$ cat src/pkg/fo_defs.svh
// Register indices, reset values and timing counts of the function-output block.
// Assumes a 20 MHz aclk and an AXI4-Lite master with 12-bit byte addresses.
// How it works
// - Coupler output full on 250 ms, then PWM
// - Coupler duty follows level: 0 off, 31 on
// - Decoupling pushes backwards first, then pulls away
// - Decoupling speed register; zero disables decoupling
// - Pull-away phase length from pull time
// - Push phase length from push time
// - Servo run times A/B in 0.25 s units
// - Servo end positions A and B from settings
// - Servo five/six pins usable only with SUSI off
// - Five sensor inputs can trigger functions
// - Shared pin is wheel sensor when bit 4 set
// - Analogue mode presses the preset function keys
// - Preset bits map to keys F1-F8, F0, F9-F15
// - Defaults press lighting key and key one
// - Count key-one presses, toggle the counted function
// - Values 5 and 6 tie aux one to lights
// - Index selectors choose the bank of indexed variables
`ifndef FO_DEFS_SVH
`define FO_DEFS_SVH

`define IDX_PRESET_LO   10'h00d
`define IDX_PRESET_HI   10'h00e
`define IDX_SEL_PRI     10'h01f
`define IDX_SEL_SEC     10'h020
`define IDX_MODE        10'h031
`define IDX_OPTIONS     10'h07c
`define IDX_DC_SPEED    10'h0f6
`define IDX_DC_PULL     10'h0f7
`define IDX_DC_PUSH     10'h0f8
`define IDX_LEVEL       10'h100
`define IDX_SERVO_A     10'h101
`define IDX_SERVO_B     10'h102
`define IDX_RUN_A       10'h103
`define IDX_RUN_B       10'h104
`define IDX_STATUS      10'h105
`define IDX_MAP_AUX_OUTPUT_ONE    10'h14a
`define IDX_AUX_OUTPUT_NINE_CFG    10'h153
`define IDX_MAP_LIGHT   10'h15a

`define BANK_PRI        8'h10
`define BANK_AUX        8'h00
`define BANK_MAP        8'h02
`define SWISS_AUX_OUTPUT_ONE      8'h05
`define SWISS_LIGHT     8'h06

`define BIT_SUSI_EN     3
`define BIT_WHEEL_EN    4
`define BIT_PULSE_MODE  5
`define KEY_LIGHT       0
`define KEY_ONE         1
`define KEY_COUPLER     4
`define KEY_SERVO       5
`define KEY_AUX_OUTPUT_NINE        9

`define RST_PRESET_LO   8'h01
`define RST_PRESET_HI   8'h01
`define RST_AUX_OUTPUT_NINE_CFG    8'h01
`define RST_LEVEL       5'h10
`define RST_SERVO_B     6'h3f
`define RESP_OKAY       2'b00
`define RESP_SLVERR     2'b10

`define CLK_HZ          20000000
`define COUPLER_FULL_MS 250
`define COUPLER_FULL_CYC (`COUPLER_FULL_MS * (`CLK_HZ / 1000))
`define SERVO_UNIT_MS   250
`define SERVO_STEPS     64
`define SERVO_TICK_CYC  ((`SERVO_UNIT_MS * (`CLK_HZ / 1000)) / `SERVO_STEPS)
`define DC_UNIT_MS      100
`define DC_UNIT_CYC     (`DC_UNIT_MS * (`CLK_HZ / 1000))
`define PULSE_GAP_MS    1000
`define PULSE_GAP_CYC   (`PULSE_GAP_MS * (`CLK_HZ / 1000))
`define PWM_DIV         5'd31
`define PWM_STEPS       5'd31

`endif

$ cat src/pkg/fo_pkg.sv
// Types of the function-output block: decoupling states, carriers, state record.
// Assumes fo_defs.svh supplies the numeric constants.
package fo_pkg;
    typedef enum logic [3:0] {
        ST_IDLE = 4'b0001,
        ST_PUSH = 4'b0010,
        ST_PULL = 4'b0100,
        ST_DONE = 4'b1000
    } dc_state_t;

    typedef struct packed {
        logic       active;
        logic       reverse;
        logic [7:0] speed;
    } motion_t;

    typedef struct packed {
        logic head_fwd;
        logic head_rev;
        logic aux_output_one;
        logic aux_output_nine;
    } lamps_t;

    typedef struct packed {
        logic [7:0] preset_lo, preset_hi, dc_speed, dc_pull, dc_push;
        logic [7:0] options, mode, sel_pri, sel_sec, map_aux_output_one, map_light, aux_output_nine_cfg;
        logic [7:0] run_a, run_b;
        logic [5:0] servo_a, servo_b;
        logic [4:0] level;
    } cfg_t;

    typedef struct packed {
        cfg_t        cfg;
        logic        bvalid;
        logic [1:0]  bresp;
        logic        rvalid;
        logic [1:0]  rresp;
        logic [31:0] rdata;
        dc_state_t   st;
        logic [31:0] tcnt;
        logic [7:0]  units;
        logic        cprev;
        logic [31:0] full;
        logic [4:0]  pdiv;
        logic [4:0]  pstep;
        logic        cpl_o;
        logic [5:0]  pos;
        logic [31:0] stick;
        logic [7:0]  scnt;
        logic        k1prev;
        logic [3:0]  pcount;
        logic [31:0] gap;
        logic [15:0] pkeys;
        logic [4:0]  s1;
        logic [4:0]  s2;
        motion_t     mo;
        lamps_t      lo;
    } state_t;
endpackage

$ cat src/hdl/function_output_control.sv
// Function-output control: coupler drive, auto decoupling, servo, sensors, lamps.
// Assumes an AXI4-Lite master on aclk; keys and analogue flag come from aclk logic.
//
// The AXI4-Lite interface to the registers was decided locally.
`timescale 1ns/1ns
`include "fo_defs.svh"

module function_output_control
    import fo_pkg::*;
#(
    parameter int unsigned COUPLER_FULL_CYC = `COUPLER_FULL_CYC,
    parameter int unsigned SERVO_TICK_CYC   = `SERVO_TICK_CYC,
    parameter int unsigned DC_UNIT_CYC      = `DC_UNIT_CYC,
    parameter int unsigned PULSE_GAP_CYC    = `PULSE_GAP_CYC
) (
    input  wire logic        aclk,
    input  wire logic        aresetn,
    input  wire logic [11:0] s_axi_awaddr,
    input  wire logic        s_axi_awvalid,
    output      logic        s_axi_awready,
    input  wire logic [31:0] s_axi_wdata,
    input  wire logic [3:0]  s_axi_wstrb,
    input  wire logic        s_axi_wvalid,
    output      logic        s_axi_wready,
    output      logic [1:0]  s_axi_bresp,
    output      logic        s_axi_bvalid,
    input  wire logic        s_axi_bready,
    input  wire logic [11:0] s_axi_araddr,
    input  wire logic        s_axi_arvalid,
    output      logic        s_axi_arready,
    output      logic [31:0] s_axi_rdata,
    output      logic [1:0]  s_axi_rresp,
    output      logic        s_axi_rvalid,
    input  wire logic        s_axi_rready,
    input  wire logic [15:0] func_keys,
    input  wire logic        direction_fwd,
    input  wire logic        analog_mode,
    input  wire logic [3:0]  sensor_pins,
    input  wire logic        aux_output_nine_in,
    output      logic        aux_output_nine_out,
    output      logic        aux_output_nine_oe_n,
    output      logic        coupler_out,
    output      motion_t     motion,
    output      lamps_t      lamps,
    output      logic [5:0]  servo_position,
    output      logic        servo_pins_enable
);
    state_t      q;
    state_t      d;
    cfg_t        nc;
    logic        wr_go;
    logic        ar_go;
    logic        wok;
    logic        rok;
    logic [31:0] rdat;
    logic [9:0]  widx;
    logic [9:0]  ridx;
    logic        pmode;
    logic        k1;
    logic [15:0] base;
    logic [15:0] eff;
    logic [4:0]  sens;
    logic        key_c;
    logic        dc_en;
    logic        cpl_act;
    logic        swiss;
    logic        bank_aux;
    logic        bank_map;
    logic [5:0]  tgt;
    logic [7:0]  rt;

    // Both halves of a write must be present; one write in flight keeps it simple
    assign wr_go         = s_axi_awvalid & s_axi_wvalid & ~q.bvalid;
    assign ar_go         = s_axi_arvalid & ~q.rvalid;
    assign s_axi_awready = wr_go;
    assign s_axi_wready  = wr_go;
    assign s_axi_arready = ~q.rvalid;
    assign s_axi_bvalid  = q.bvalid;
    assign s_axi_bresp   = q.bresp;
    assign s_axi_rvalid  = q.rvalid;
    assign s_axi_rdata   = q.rdata;
    assign s_axi_rresp   = q.rresp;
    assign widx          = s_axi_awaddr[11:2];
    assign ridx          = s_axi_araddr[11:2];

    assign bank_aux = (q.cfg.sel_pri == `BANK_PRI) && (q.cfg.sel_sec == `BANK_AUX);
    assign bank_map = (q.cfg.sel_pri == `BANK_PRI) && (q.cfg.sel_sec == `BANK_MAP);

    assign pmode = q.cfg.mode[`BIT_PULSE_MODE];
    assign k1    = func_keys[`KEY_ONE];
    // Sensor five only counts while the shared pin is released to the wheel sensor
    assign sens  = {q.s2[4] & q.cfg.options[`BIT_WHEEL_EN], q.s2[3:0]};
    assign base  = pmode ? ((func_keys & ~16'h0002) | q.pkeys) : func_keys;
    assign eff   = base
                 | (analog_mode ? {q.cfg.preset_hi[7:1], q.cfg.preset_lo, q.cfg.preset_hi[0]}
                                : 16'h0000)
                 | {sens, 11'h000};
    assign key_c   = eff[`KEY_COUPLER];
    assign dc_en   = q.cfg.dc_speed != 8'h00;
    assign cpl_act = dc_en ? (q.st == ST_PUSH || q.st == ST_PULL) : key_c;
    assign swiss   = (q.cfg.map_aux_output_one == `SWISS_AUX_OUTPUT_ONE) && (q.cfg.map_light == `SWISS_LIGHT);
    assign tgt     = eff[`KEY_SERVO] ? q.cfg.servo_b : q.cfg.servo_a;
    assign rt      = eff[`KEY_SERVO] ? q.cfg.run_b : q.cfg.run_a;

    assign coupler_out       = q.cpl_o;
    assign motion            = q.mo;
    assign lamps             = q.lo;
    assign aux_output_nine_out          = q.lo.aux_output_nine;
    assign aux_output_nine_oe_n         = q.cfg.options[`BIT_WHEEL_EN];
    assign servo_position    = q.pos;
    assign servo_pins_enable = ~q.cfg.options[`BIT_SUSI_EN];

    always_comb begin
        d    = q;
        nc   = q.cfg;
        wok  = 1'b1;
        rok  = 1'b1;
        rdat = 32'h0000_0000;

        // Register writes
        case (widx)
            `IDX_PRESET_LO: nc.preset_lo = s_axi_wdata[7:0];
            `IDX_PRESET_HI: nc.preset_hi = s_axi_wdata[7:0];
            `IDX_SEL_PRI:   nc.sel_pri   = s_axi_wdata[7:0];
            `IDX_SEL_SEC:   nc.sel_sec   = s_axi_wdata[7:0];
            `IDX_MODE:      nc.mode      = s_axi_wdata[7:0];
            `IDX_OPTIONS:   nc.options   = s_axi_wdata[7:0];
            `IDX_DC_SPEED:  nc.dc_speed  = s_axi_wdata[7:0];
            `IDX_DC_PULL:   nc.dc_pull   = s_axi_wdata[7:0];
            `IDX_DC_PUSH:   nc.dc_push   = s_axi_wdata[7:0];
            `IDX_LEVEL:     nc.level     = s_axi_wdata[4:0];
            `IDX_SERVO_A:   nc.servo_a   = s_axi_wdata[5:0];
            `IDX_SERVO_B:   nc.servo_b   = s_axi_wdata[5:0];
            `IDX_RUN_A:     nc.run_a     = s_axi_wdata[7:0];
            `IDX_RUN_B:     nc.run_b     = s_axi_wdata[7:0];
            `IDX_STATUS:    wok          = 1'b1;
            `IDX_MAP_AUX_OUTPUT_ONE:  if (bank_map) nc.map_aux_output_one = s_axi_wdata[7:0];
            `IDX_MAP_LIGHT: if (bank_map) nc.map_light = s_axi_wdata[7:0];
            `IDX_AUX_OUTPUT_NINE_CFG:  if (bank_aux) nc.aux_output_nine_cfg = s_axi_wdata[7:0];
            default:        wok          = 1'b0;
        endcase
        if (q.bvalid && s_axi_bready) begin
            d.bvalid = 1'b0;
        end
        if (wr_go) begin
            d.bvalid = 1'b1;
            d.bresp  = wok ? `RESP_OKAY : `RESP_SLVERR;
            if (s_axi_wstrb[0]) begin
                d.cfg = nc;
            end
        end

        // Register reads; other banks of the indexed window read zero
        case (ridx)
            `IDX_PRESET_LO: rdat[7:0] = q.cfg.preset_lo;
            `IDX_PRESET_HI: rdat[7:0] = q.cfg.preset_hi;
            `IDX_SEL_PRI:   rdat[7:0] = q.cfg.sel_pri;
            `IDX_SEL_SEC:   rdat[7:0] = q.cfg.sel_sec;
            `IDX_MODE:      rdat[7:0] = q.cfg.mode;
            `IDX_OPTIONS:   rdat[7:0] = q.cfg.options;
            `IDX_DC_SPEED:  rdat[7:0] = q.cfg.dc_speed;
            `IDX_DC_PULL:   rdat[7:0] = q.cfg.dc_pull;
            `IDX_DC_PUSH:   rdat[7:0] = q.cfg.dc_push;
            `IDX_LEVEL:     rdat[4:0] = q.cfg.level;
            `IDX_SERVO_A:   rdat[5:0] = q.cfg.servo_a;
            `IDX_SERVO_B:   rdat[5:0] = q.cfg.servo_b;
            `IDX_RUN_A:     rdat[7:0] = q.cfg.run_a;
            `IDX_RUN_B:     rdat[7:0] = q.cfg.run_b;
            `IDX_STATUS:    rdat[15:0] = {q.cpl_o, q.pcount, q.st, q.pos, 1'b0};
            `IDX_MAP_AUX_OUTPUT_ONE:  if (bank_map) rdat[7:0] = q.cfg.map_aux_output_one;
            `IDX_MAP_LIGHT: if (bank_map) rdat[7:0] = q.cfg.map_light;
            `IDX_AUX_OUTPUT_NINE_CFG:  if (bank_aux) rdat[7:0] = q.cfg.aux_output_nine_cfg;
            default:        rok = 1'b0;
        endcase
        if (q.rvalid && s_axi_rready) begin
            d.rvalid = 1'b0;
        end
        if (ar_go) begin
            d.rvalid = 1'b1;
            d.rdata  = rdat;
            d.rresp  = rok ? `RESP_OKAY : `RESP_SLVERR;
        end

        // Pin synchronisers
        d.s1 = {aux_output_nine_in, sensor_pins};
        d.s2 = q.s1;

        // Pulse sequence: presses counted, a quiet gap commits the count
        d.k1prev = k1;
        if (!pmode) begin
            d.pcount = 4'h0;
            d.gap    = 32'h0;
        end else if (k1 && !q.k1prev) begin
            d.gap = 32'h0;
            if (q.pcount != 4'hf) begin
                d.pcount = q.pcount + 4'h1;
            end
        end else if (q.pcount != 4'h0) begin
            if (q.gap >= PULSE_GAP_CYC - 1) begin
                d.pkeys[q.pcount] = ~q.pkeys[q.pcount];
                d.pcount          = 4'h0;
                d.gap             = 32'h0;
            end else begin
                d.gap = q.gap + 32'h1;
            end
        end

        // Decoupling sequence
        case (q.st)
            ST_IDLE: begin
                if (key_c && dc_en) begin
                    d.st    = ST_PUSH;
                    d.units = q.cfg.dc_push;
                    d.tcnt  = 32'h0;
                end
            end
            ST_PUSH, ST_PULL: begin
                if (q.units == 8'h00) begin
                    d.tcnt = 32'h0;
                    if (q.st == ST_PUSH) begin
                        d.st    = ST_PULL;
                        d.units = q.cfg.dc_pull;
                    end else begin
                        d.st = ST_DONE;
                    end
                end else if (q.tcnt >= DC_UNIT_CYC - 1) begin
                    d.tcnt  = 32'h0;
                    d.units = q.units - 8'h01;
                end else begin
                    d.tcnt = q.tcnt + 32'h1;
                end
            end
            ST_DONE: begin
                if (!key_c) begin
                    d.st = ST_IDLE;
                end
            end
            default: d.st = ST_IDLE;
        endcase
        d.mo.active  = (d.st == ST_PUSH) || (d.st == ST_PULL);
        d.mo.reverse = d.st == ST_PUSH;
        d.mo.speed   = d.mo.active ? q.cfg.dc_speed : 8'h00;

        // Coupler drive: full power for COUPLER_FULL_CYC first, then PWM at the set level protects the coil
        d.cprev = cpl_act;
        if (cpl_act && !q.cprev) begin
            d.full = 32'(COUPLER_FULL_CYC);
        end else if (!cpl_act) begin
            d.full = 32'h0;
        end else if (q.full != 32'h0) begin
            d.full = q.full - 32'h1;
        end
        if (q.pdiv >= `PWM_DIV - 5'd1) begin
            d.pdiv  = 5'd0;
            d.pstep = (q.pstep >= `PWM_STEPS - 5'd1) ? 5'd0 : q.pstep + 5'd1;
        end else begin
            d.pdiv = q.pdiv + 5'd1;
        end
        d.cpl_o = cpl_act && (q.full != 32'h0 || q.pstep < q.cfg.level);

        // Servo: one position step per run-time count of base ticks
        if (q.stick >= SERVO_TICK_CYC - 1) begin
            d.stick = 32'h0;
            if (q.pos == tgt) begin
                d.scnt = 8'h00;
            end else if ({1'b0, q.scnt} + 9'd1 >= {1'b0, rt}) begin
                d.scnt = 8'h00;
                d.pos  = (q.pos < tgt) ? q.pos + 6'd1 : q.pos - 6'd1;
            end else begin
                d.scnt = q.scnt + 8'h01;
            end
        end else begin
            d.stick = q.stick + 32'h1;
        end

        // Lamps and auxiliary outputs
        d.lo.head_fwd = eff[`KEY_LIGHT] & direction_fwd;
        d.lo.head_rev = eff[`KEY_LIGHT] & ~direction_fwd;
        d.lo.aux_output_one     = eff[`KEY_ONE] | (swiss & eff[`KEY_LIGHT]);
        d.lo.aux_output_nine     = eff[`KEY_AUX_OUTPUT_NINE] & (q.cfg.aux_output_nine_cfg != 8'h00);
    end

    always_ff @(posedge aclk) begin
        if (!aresetn) begin
            q               <= '0;
            q.st            <= ST_IDLE;
            q.cfg.preset_lo <= `RST_PRESET_LO;
            q.cfg.preset_hi <= `RST_PRESET_HI;
            q.cfg.aux_output_nine_cfg  <= `RST_AUX_OUTPUT_NINE_CFG;
            q.cfg.level     <= `RST_LEVEL;
            q.cfg.servo_b   <= `RST_SERVO_B;
        end else begin
            q <= d;
        end
    end
endmodule // function_output_control

$ cat config.mk
export PLATFORM = sky130hd
export DESIGN_NAME = function_output_control
export DESIGN_NICKNAME = d
export VERILOG_FILES = /design/src/pkg/fo_pkg.sv /design/src/hdl/function_output_control.sv
export VERILOG_INCLUDE_DIRS = /design/src /design/src/pkg
export SDC_FILE = /design/constraint.sdc
export NUM_CORES = 1
export LEC_CHECK = 0
export ABC_CLOCK_PERIOD_IN_PS = 5600
export BUFFER_PORTS_ARGS = -buffer_cell sky130_fd_sc_hd__buf_2
export CAP_MARGIN = 15
export CORE_MARGIN = 8
export CORE_UTILIZATION = 30
export DETAILED_ROUTE_END_ITERATION = 12
export GPL_TIMING_DRIVEN = 0
export PLACE_DENSITY = 0.49
export SLEW_MARGIN = 10
export SYNTH_ARGS = -nofsm -noshare
export SYNTH_HDL_FRONTEND = slang
export SYNTH_SLANG_ARGS = --single-unit
$ cat constraint.sdc
create_clock -name aclk -period 5.6 [get_ports aclk]
set_input_delay 0.28 -clock aclk [delete_from_list [all_inputs] [get_ports aclk]]
set_output_delay 0.28 -clock aclk [all_outputs]
set_load 0.05 [all_outputs]
### After elaboration in Yosys (flattened, before gate mapping)

Cells that the tools add are included.
W data, S select, Z words.

* bits of input ports: 90
* output and inout port bits: 65
* register bits after elaboration: 352
* word-level logic and storage cells: 246

* bitwise operators: 21
* mux-type cells: 48
* reduce and logical (&&, ||, !) cells: 57
* add/sub/neg operators: 12
* eq/ne operators: 53
* magnitude comparators: 10

Operators by type and width (count)
* $eq A10 B9 Y1 const B: 18
* $add A32 B1 Y32 const B: 3
* $pmux W5 S18: 1
* $pmux W40 S2: 1
* $mux W8: 9
* $mux W23: 3
* $mux W32: 2
* $eq A10 B8 Y1 const B: 6
* $mux W52: 1
* $reduce_and A3 Y1: 16
* $mux W44: 1
* $eq A10 B4 Y1 const B: 4
* $eq A10 B6 Y1 const B: 4
* $mux W40: 1
* $mux W36: 1
* $reduce_or A18 Y1: 2
* $mux W35: 1
* $ge A32 B17 Y1 const B: 1
* $ge A32 B21 Y1 const B: 1
* $ge A32 B25 Y1 const B: 1
* $reduce_bool A32 Y1: 1
* $sub A32 B1 Y32 const B: 1
* $pmux W2 S15: 1
* $eq A10 B5 Y1 const B: 2
* 56 further kinds: 119

### Logic depth before layout (Yosys ltp)

* word-level depth: 10
* gate-level depth with buffers: 14
* mapped depth without buffers: 13

### Worst setup path after synthesis

OpenSTA, ideal clock, no wires.

* kind: reg-to-reg
* start: reg q (netlist bit pmode)
* end: reg q (netlist bit servo_position[5])
* data arrival time: 3.993 ns
* setup time: 0.070 ns
* stages on the path, launching flop included: 15
* buffers on the path: 1
* setup slack: 1.536 ns
* path through: dfxtp_1 > a221oi_1 > clkbuf_1 > mux2i_1 > ha_1 > a21o_1 > a21oi_1 > o221ai_1 > ha_1 > a211oi_1 > o21bai_1 > a21oi_1 > xor2_1 > or4_1 > a21oi_1

* word-level cells in the longest chain between the ends: 7
* elaborated cells on any way between the ends: 11
* those cells by class: 2 x order compare; 1 x eq/ne; 4 x mux; 3 x bitwise; 1 x reduce/logical

Ends and longest elaborated chain
* start: declaration: line function_output_control.sv:48 `state_t q;`
* $mux W10 *: line function_output_control.sv:93 `assign base = pmode ? ((func_keys & ~16'h0002) | q.pkeys) : func_keys;`
* $or A10 B10 Y10 *: line function_output_control.sv:95 `| (analog_mode ? {q.cfg.preset_hi[7:1], q.cfg.preset_lo, q.cfg.preset_hi[0]}`
* $or A10 B1 Y10 *: line function_output_control.sv:97 `| {sens, 11'h000};`
* branches (longest 4 deep; another with $ge A9 B8 Y1)

Every way passes the cells marked *.
A chain may end at the register's enable or synchronous reset.

### Final worst setup path

* start: reg q[374] in the netlist's numbering
* end: reg q (netlist bit servo_position[5])

* word-level cells in the longest chain between the ends: 7
* elaborated cells on any way between the ends: 11
* those cells by class: 2 x order compare; 1 x eq/ne; 4 x mux; 3 x bitwise; 1 x reduce/logical

Ends and longest elaborated chain (line)
* $mux W10 *: function_output_control.sv:95
* $or A10 B10 Y10 *: function_output_control.sv:95
* $or A10 B1 Y10 *: function_output_control.sv:97
* branches (longest 4 deep; another with $ge A9 B8 Y1)

Marks and branches as above.

==> run metrics <==
Final Cycle Share=between 90% and 100%; Post-Syn Area=between 15000 and 20000 um^2; most frequent CP cell=a21oi_1; Crit. Startpoint=q[374]$_SDFFE_PN0P_; TritonCTS Buffers=42; Num Clock Sinks=346; final hold vios=0; Crit path largest cell delay=~770 ps; grt ovf=0; first drt pass iteration count=9; Pins Over Slew Limit=0; Nets=2201; via count=14450; outcome=finished clean; Pwr Density=between 200 and 300 nW/um^2; chip width=251.5 um; Max Fclk=between 150 and 200 MHz; most frequent cells in the layout=dfxtp_1 (346), nor2_1 (293), nand2_1 (132), mux2i_1 (116), nand3_1 (98); min cycle time layout=5082 ps; vias in the first global route=roughly 14000; GRT Total Usage=between 10% and 20%; RSZ-0062 raised after global routing=no; setup-violating endpoint count in the final report=0; WL per Instance=between 15 and 20 um; share of synthesized registers carrying an async set or reset=0%; CP max stage cell=a221oi_1; postcts setup bufs=0; CTS H-tree lvls=2; setup TNS=0 ps; post-route ant nets=0; ys flop type=dfxtp_1; Worst-path clk slew=roughly 60 ps; Clock Tree Root=clkbuf_16; final WL=around 54000 um; commonest non-fill, non-tap cell in the layout=dfxtp_1; die area=63270 um^2; CP Class=reg -> reg; share of layout cells above drive strength 1=12.45%; sequential fraction of the synthesis area=a little over two fifths; largest net degree at the start of global routing=13; # DRC=0; CP Depth=14; Critical Path Start Type=flop; Critical Path Fanout Max=10; synthesis warning total=0; post-synthesis cell count=1903; area grow syn2layout=17.60%; headroom to the max-slew limit=roughly a fifth; WP buf/inv=2; critical path required time=a little over 6000 ps; Mapped Avg Cell Area=8.747 um^2; Worst-Skew Late Latency=580 ps; antenna violations before repair=5; Peak VDD IR=slightly below 0.2 mV; Total Power=just under 6 mW; DRT iter0 DRCs=between 1000 and 1500; clock skew=around 22 ps; RD Place Congestion=~0.92; max_cap viols=0; io pins=~160; CTS Buffer Depth=3; DPL Wire Length=~40000 um; num rows=between 80 and 90; Vert. Die Dim=about 250 um; distinct cell type count after synthesis=80; Vias/cell=5.066; Post-synth EDFFs=0; delay-heaviest family, CP=compound AO/OA/AOI/OAI gates; area of the core=~55000 um^2; Register-to-Register Path Depth=14; critical path endpoint category=flop; Hold/Removal Path Class=in -> reg; CTS tree=done; crit-path cells=a221oi_1 -> buf_2 -> clkbuf_1 -> a21oi_1 -> ha_1 -> nand4_1 -> o221ai_1 -> ha_1 -> a211oi_1 -> o21bai_1 -> a21oi_1 -> xor2_1 -> or4_1 -> a21oi_1; Leak Pwr=approximately 7.4 nW; number of port buffers=between 80 and 90; worst r2r dst=servo_position[5]$_SDFFE_PN0P_; CP arrival=between 5000 and 6000 ps; Critical R2R Launch=q[374]$_SDFFE_PN0P_; Initial Util=a little under a third; #FFs+latches synth=about 350; CP endpoint=servo_position[5]$_SDFFE_PN0P_; Slew @ Worst Pin=between 1000 and 1500 ps; first-pass GRT wire length=about 83000 um; FF-to-FF setup slack=about 520 ps
where the power goes:
| part | internal (mW) | switching [mW] | leakage [nW] |
|---|---|---|---|
| clock network | 1.53 | 1.09 | 0.659 |
| registers | 2.50 | 0.0597 | 2.80 |
| logic | 0.207 | 0.384 | 3.90 |
timing repair:
action / in CTS / in global routing
resized for setup: 0 / 0
hold buffers: 7 / 0
endpoints found under the hold margin: 8 / 0
synth_stat cells, types with 35 or more instances:
library cell	n	area (um^2)
dfxtp_1	346	6927
nor2_1	293	1100
nand2_1	132	495.5
mux2i_1	116	1161
nand3_1	98	490.5
clkbuf_1	83	311.6
a21oi_1	78	390.4
xor2_1	63	551.8
buf_4	57	427.9
nor3_1	46	230.2
inv_1	42	157.7
xnor2_1	42	367.9
ha_1	37	462.9
nand4_1	35	219.0
state kept, by name, indices dropped and copies added, names as in the netlist, named ones only:
| name | flops |
|---|---|
| servo_position | 6 |
| s_axi_bresp | 1 |
| s_axi_rresp | 1 |
| motion | 10 |
| s_axi_rdata | 16 |
| q | 291 |
| aux_output_nine_out | 1 |
| s_axi_bvalid | 1 |
| coupler_out | 1 |
| pmode | 1 |
| s_axi_rvalid | 1 |
| aux_output_nine_oe_n | 1 |
| lamps | 3 |
kinds of logic (layout without fill, tap and decap cells):
logic type	Yosys count	in the layout	synth area share, %
muxes	127	127	8.126
DFF	346	346	41.61
buffers and inverters	196	365	5.848
xor gates and xnor gates	105	105	5.525
other	1	34	0.02253
and+or+nand+nor	798	798	23.68
AOI/OAI and AO/OA	292	292	12.28
adders and majority gates	38	38	2.902
worst reg2reg max path, cell delays in order (launching register included):
cell and delay, ps:
dfxtp_1 360, a221oi_1 770, buf_2 310, clkbuf_1 560
a21oi_1 270, ha_1 360, nand4_1 170, o221ai_1 630
ha_1 380, a211oi_1 260, o21bai_1 120, a21oi_1 190
xor2_1 100, or4_1 420, a21oi_1 140
area by class of cell:
class	instances	area, um^2
diodes	1	2.502
fillers	5654	35410
plain buffers	154	815.8
well taps	748	935.9
flip-flops and latches	346	6927
clock buffers	62	1236
repair buffers	94	515.5
clock inverters	13	93.84
inverters	42	157.7
multi-input cells	1393	8890
metrics by stage:
step                      setup WS [ps]  util [%]  area, um^2  hold WS [ps]  cells
after floorplan                    1536         -       16760         352.2   1935
after detailed placement          545.0     33.05       18170         446.7   2770
after global placement            458.7     32.93       18110         439.6   2764
after CTS                         567.4     35.59       19570         57.22   2852
final                             518.4     35.60       19570         83.02   2853
after global routing              286.7     35.59       19570         99.21   2852
worst min-delay path by stage:
stage | from | endpoint | slack [ps] | cells past startpoint
final | s_axi_wdata[5] | q[375]$_SDFFE_PN0P_ | 80 | 3
after global routing | s_axi_wdata[5] | q[367]$_SDFFE_PN0P_ | 100 | 3
after CTS | s_axi_wdata[5] | q[375]$_SDFFE_PN0P_ | 60 | 3
after detailed placement | s_axi_rdata[13]$_SDFFE_PN0P_ | s_axi_rdata[13]$_SDFFE_PN0P_ | 450 | 2
after global placement | q[85]$_SDFF_PP0_ | q[85]$_SDFF_PP0_ | 440 | 1
after floorplan | direction_fwd | lamps[2]$_SDFF_PN0_ | 350 | 1
routing by layer:
metal / global-route usage [%] / part of all wire (%)
met5: 0 / 0.049
met4: 6.219 / 3.6
met3: 4.075 / 7.4
met2: 25.83 / 44
met1: 21.99 / 45
Note: power is estimated with default switching activity, not from simulation.
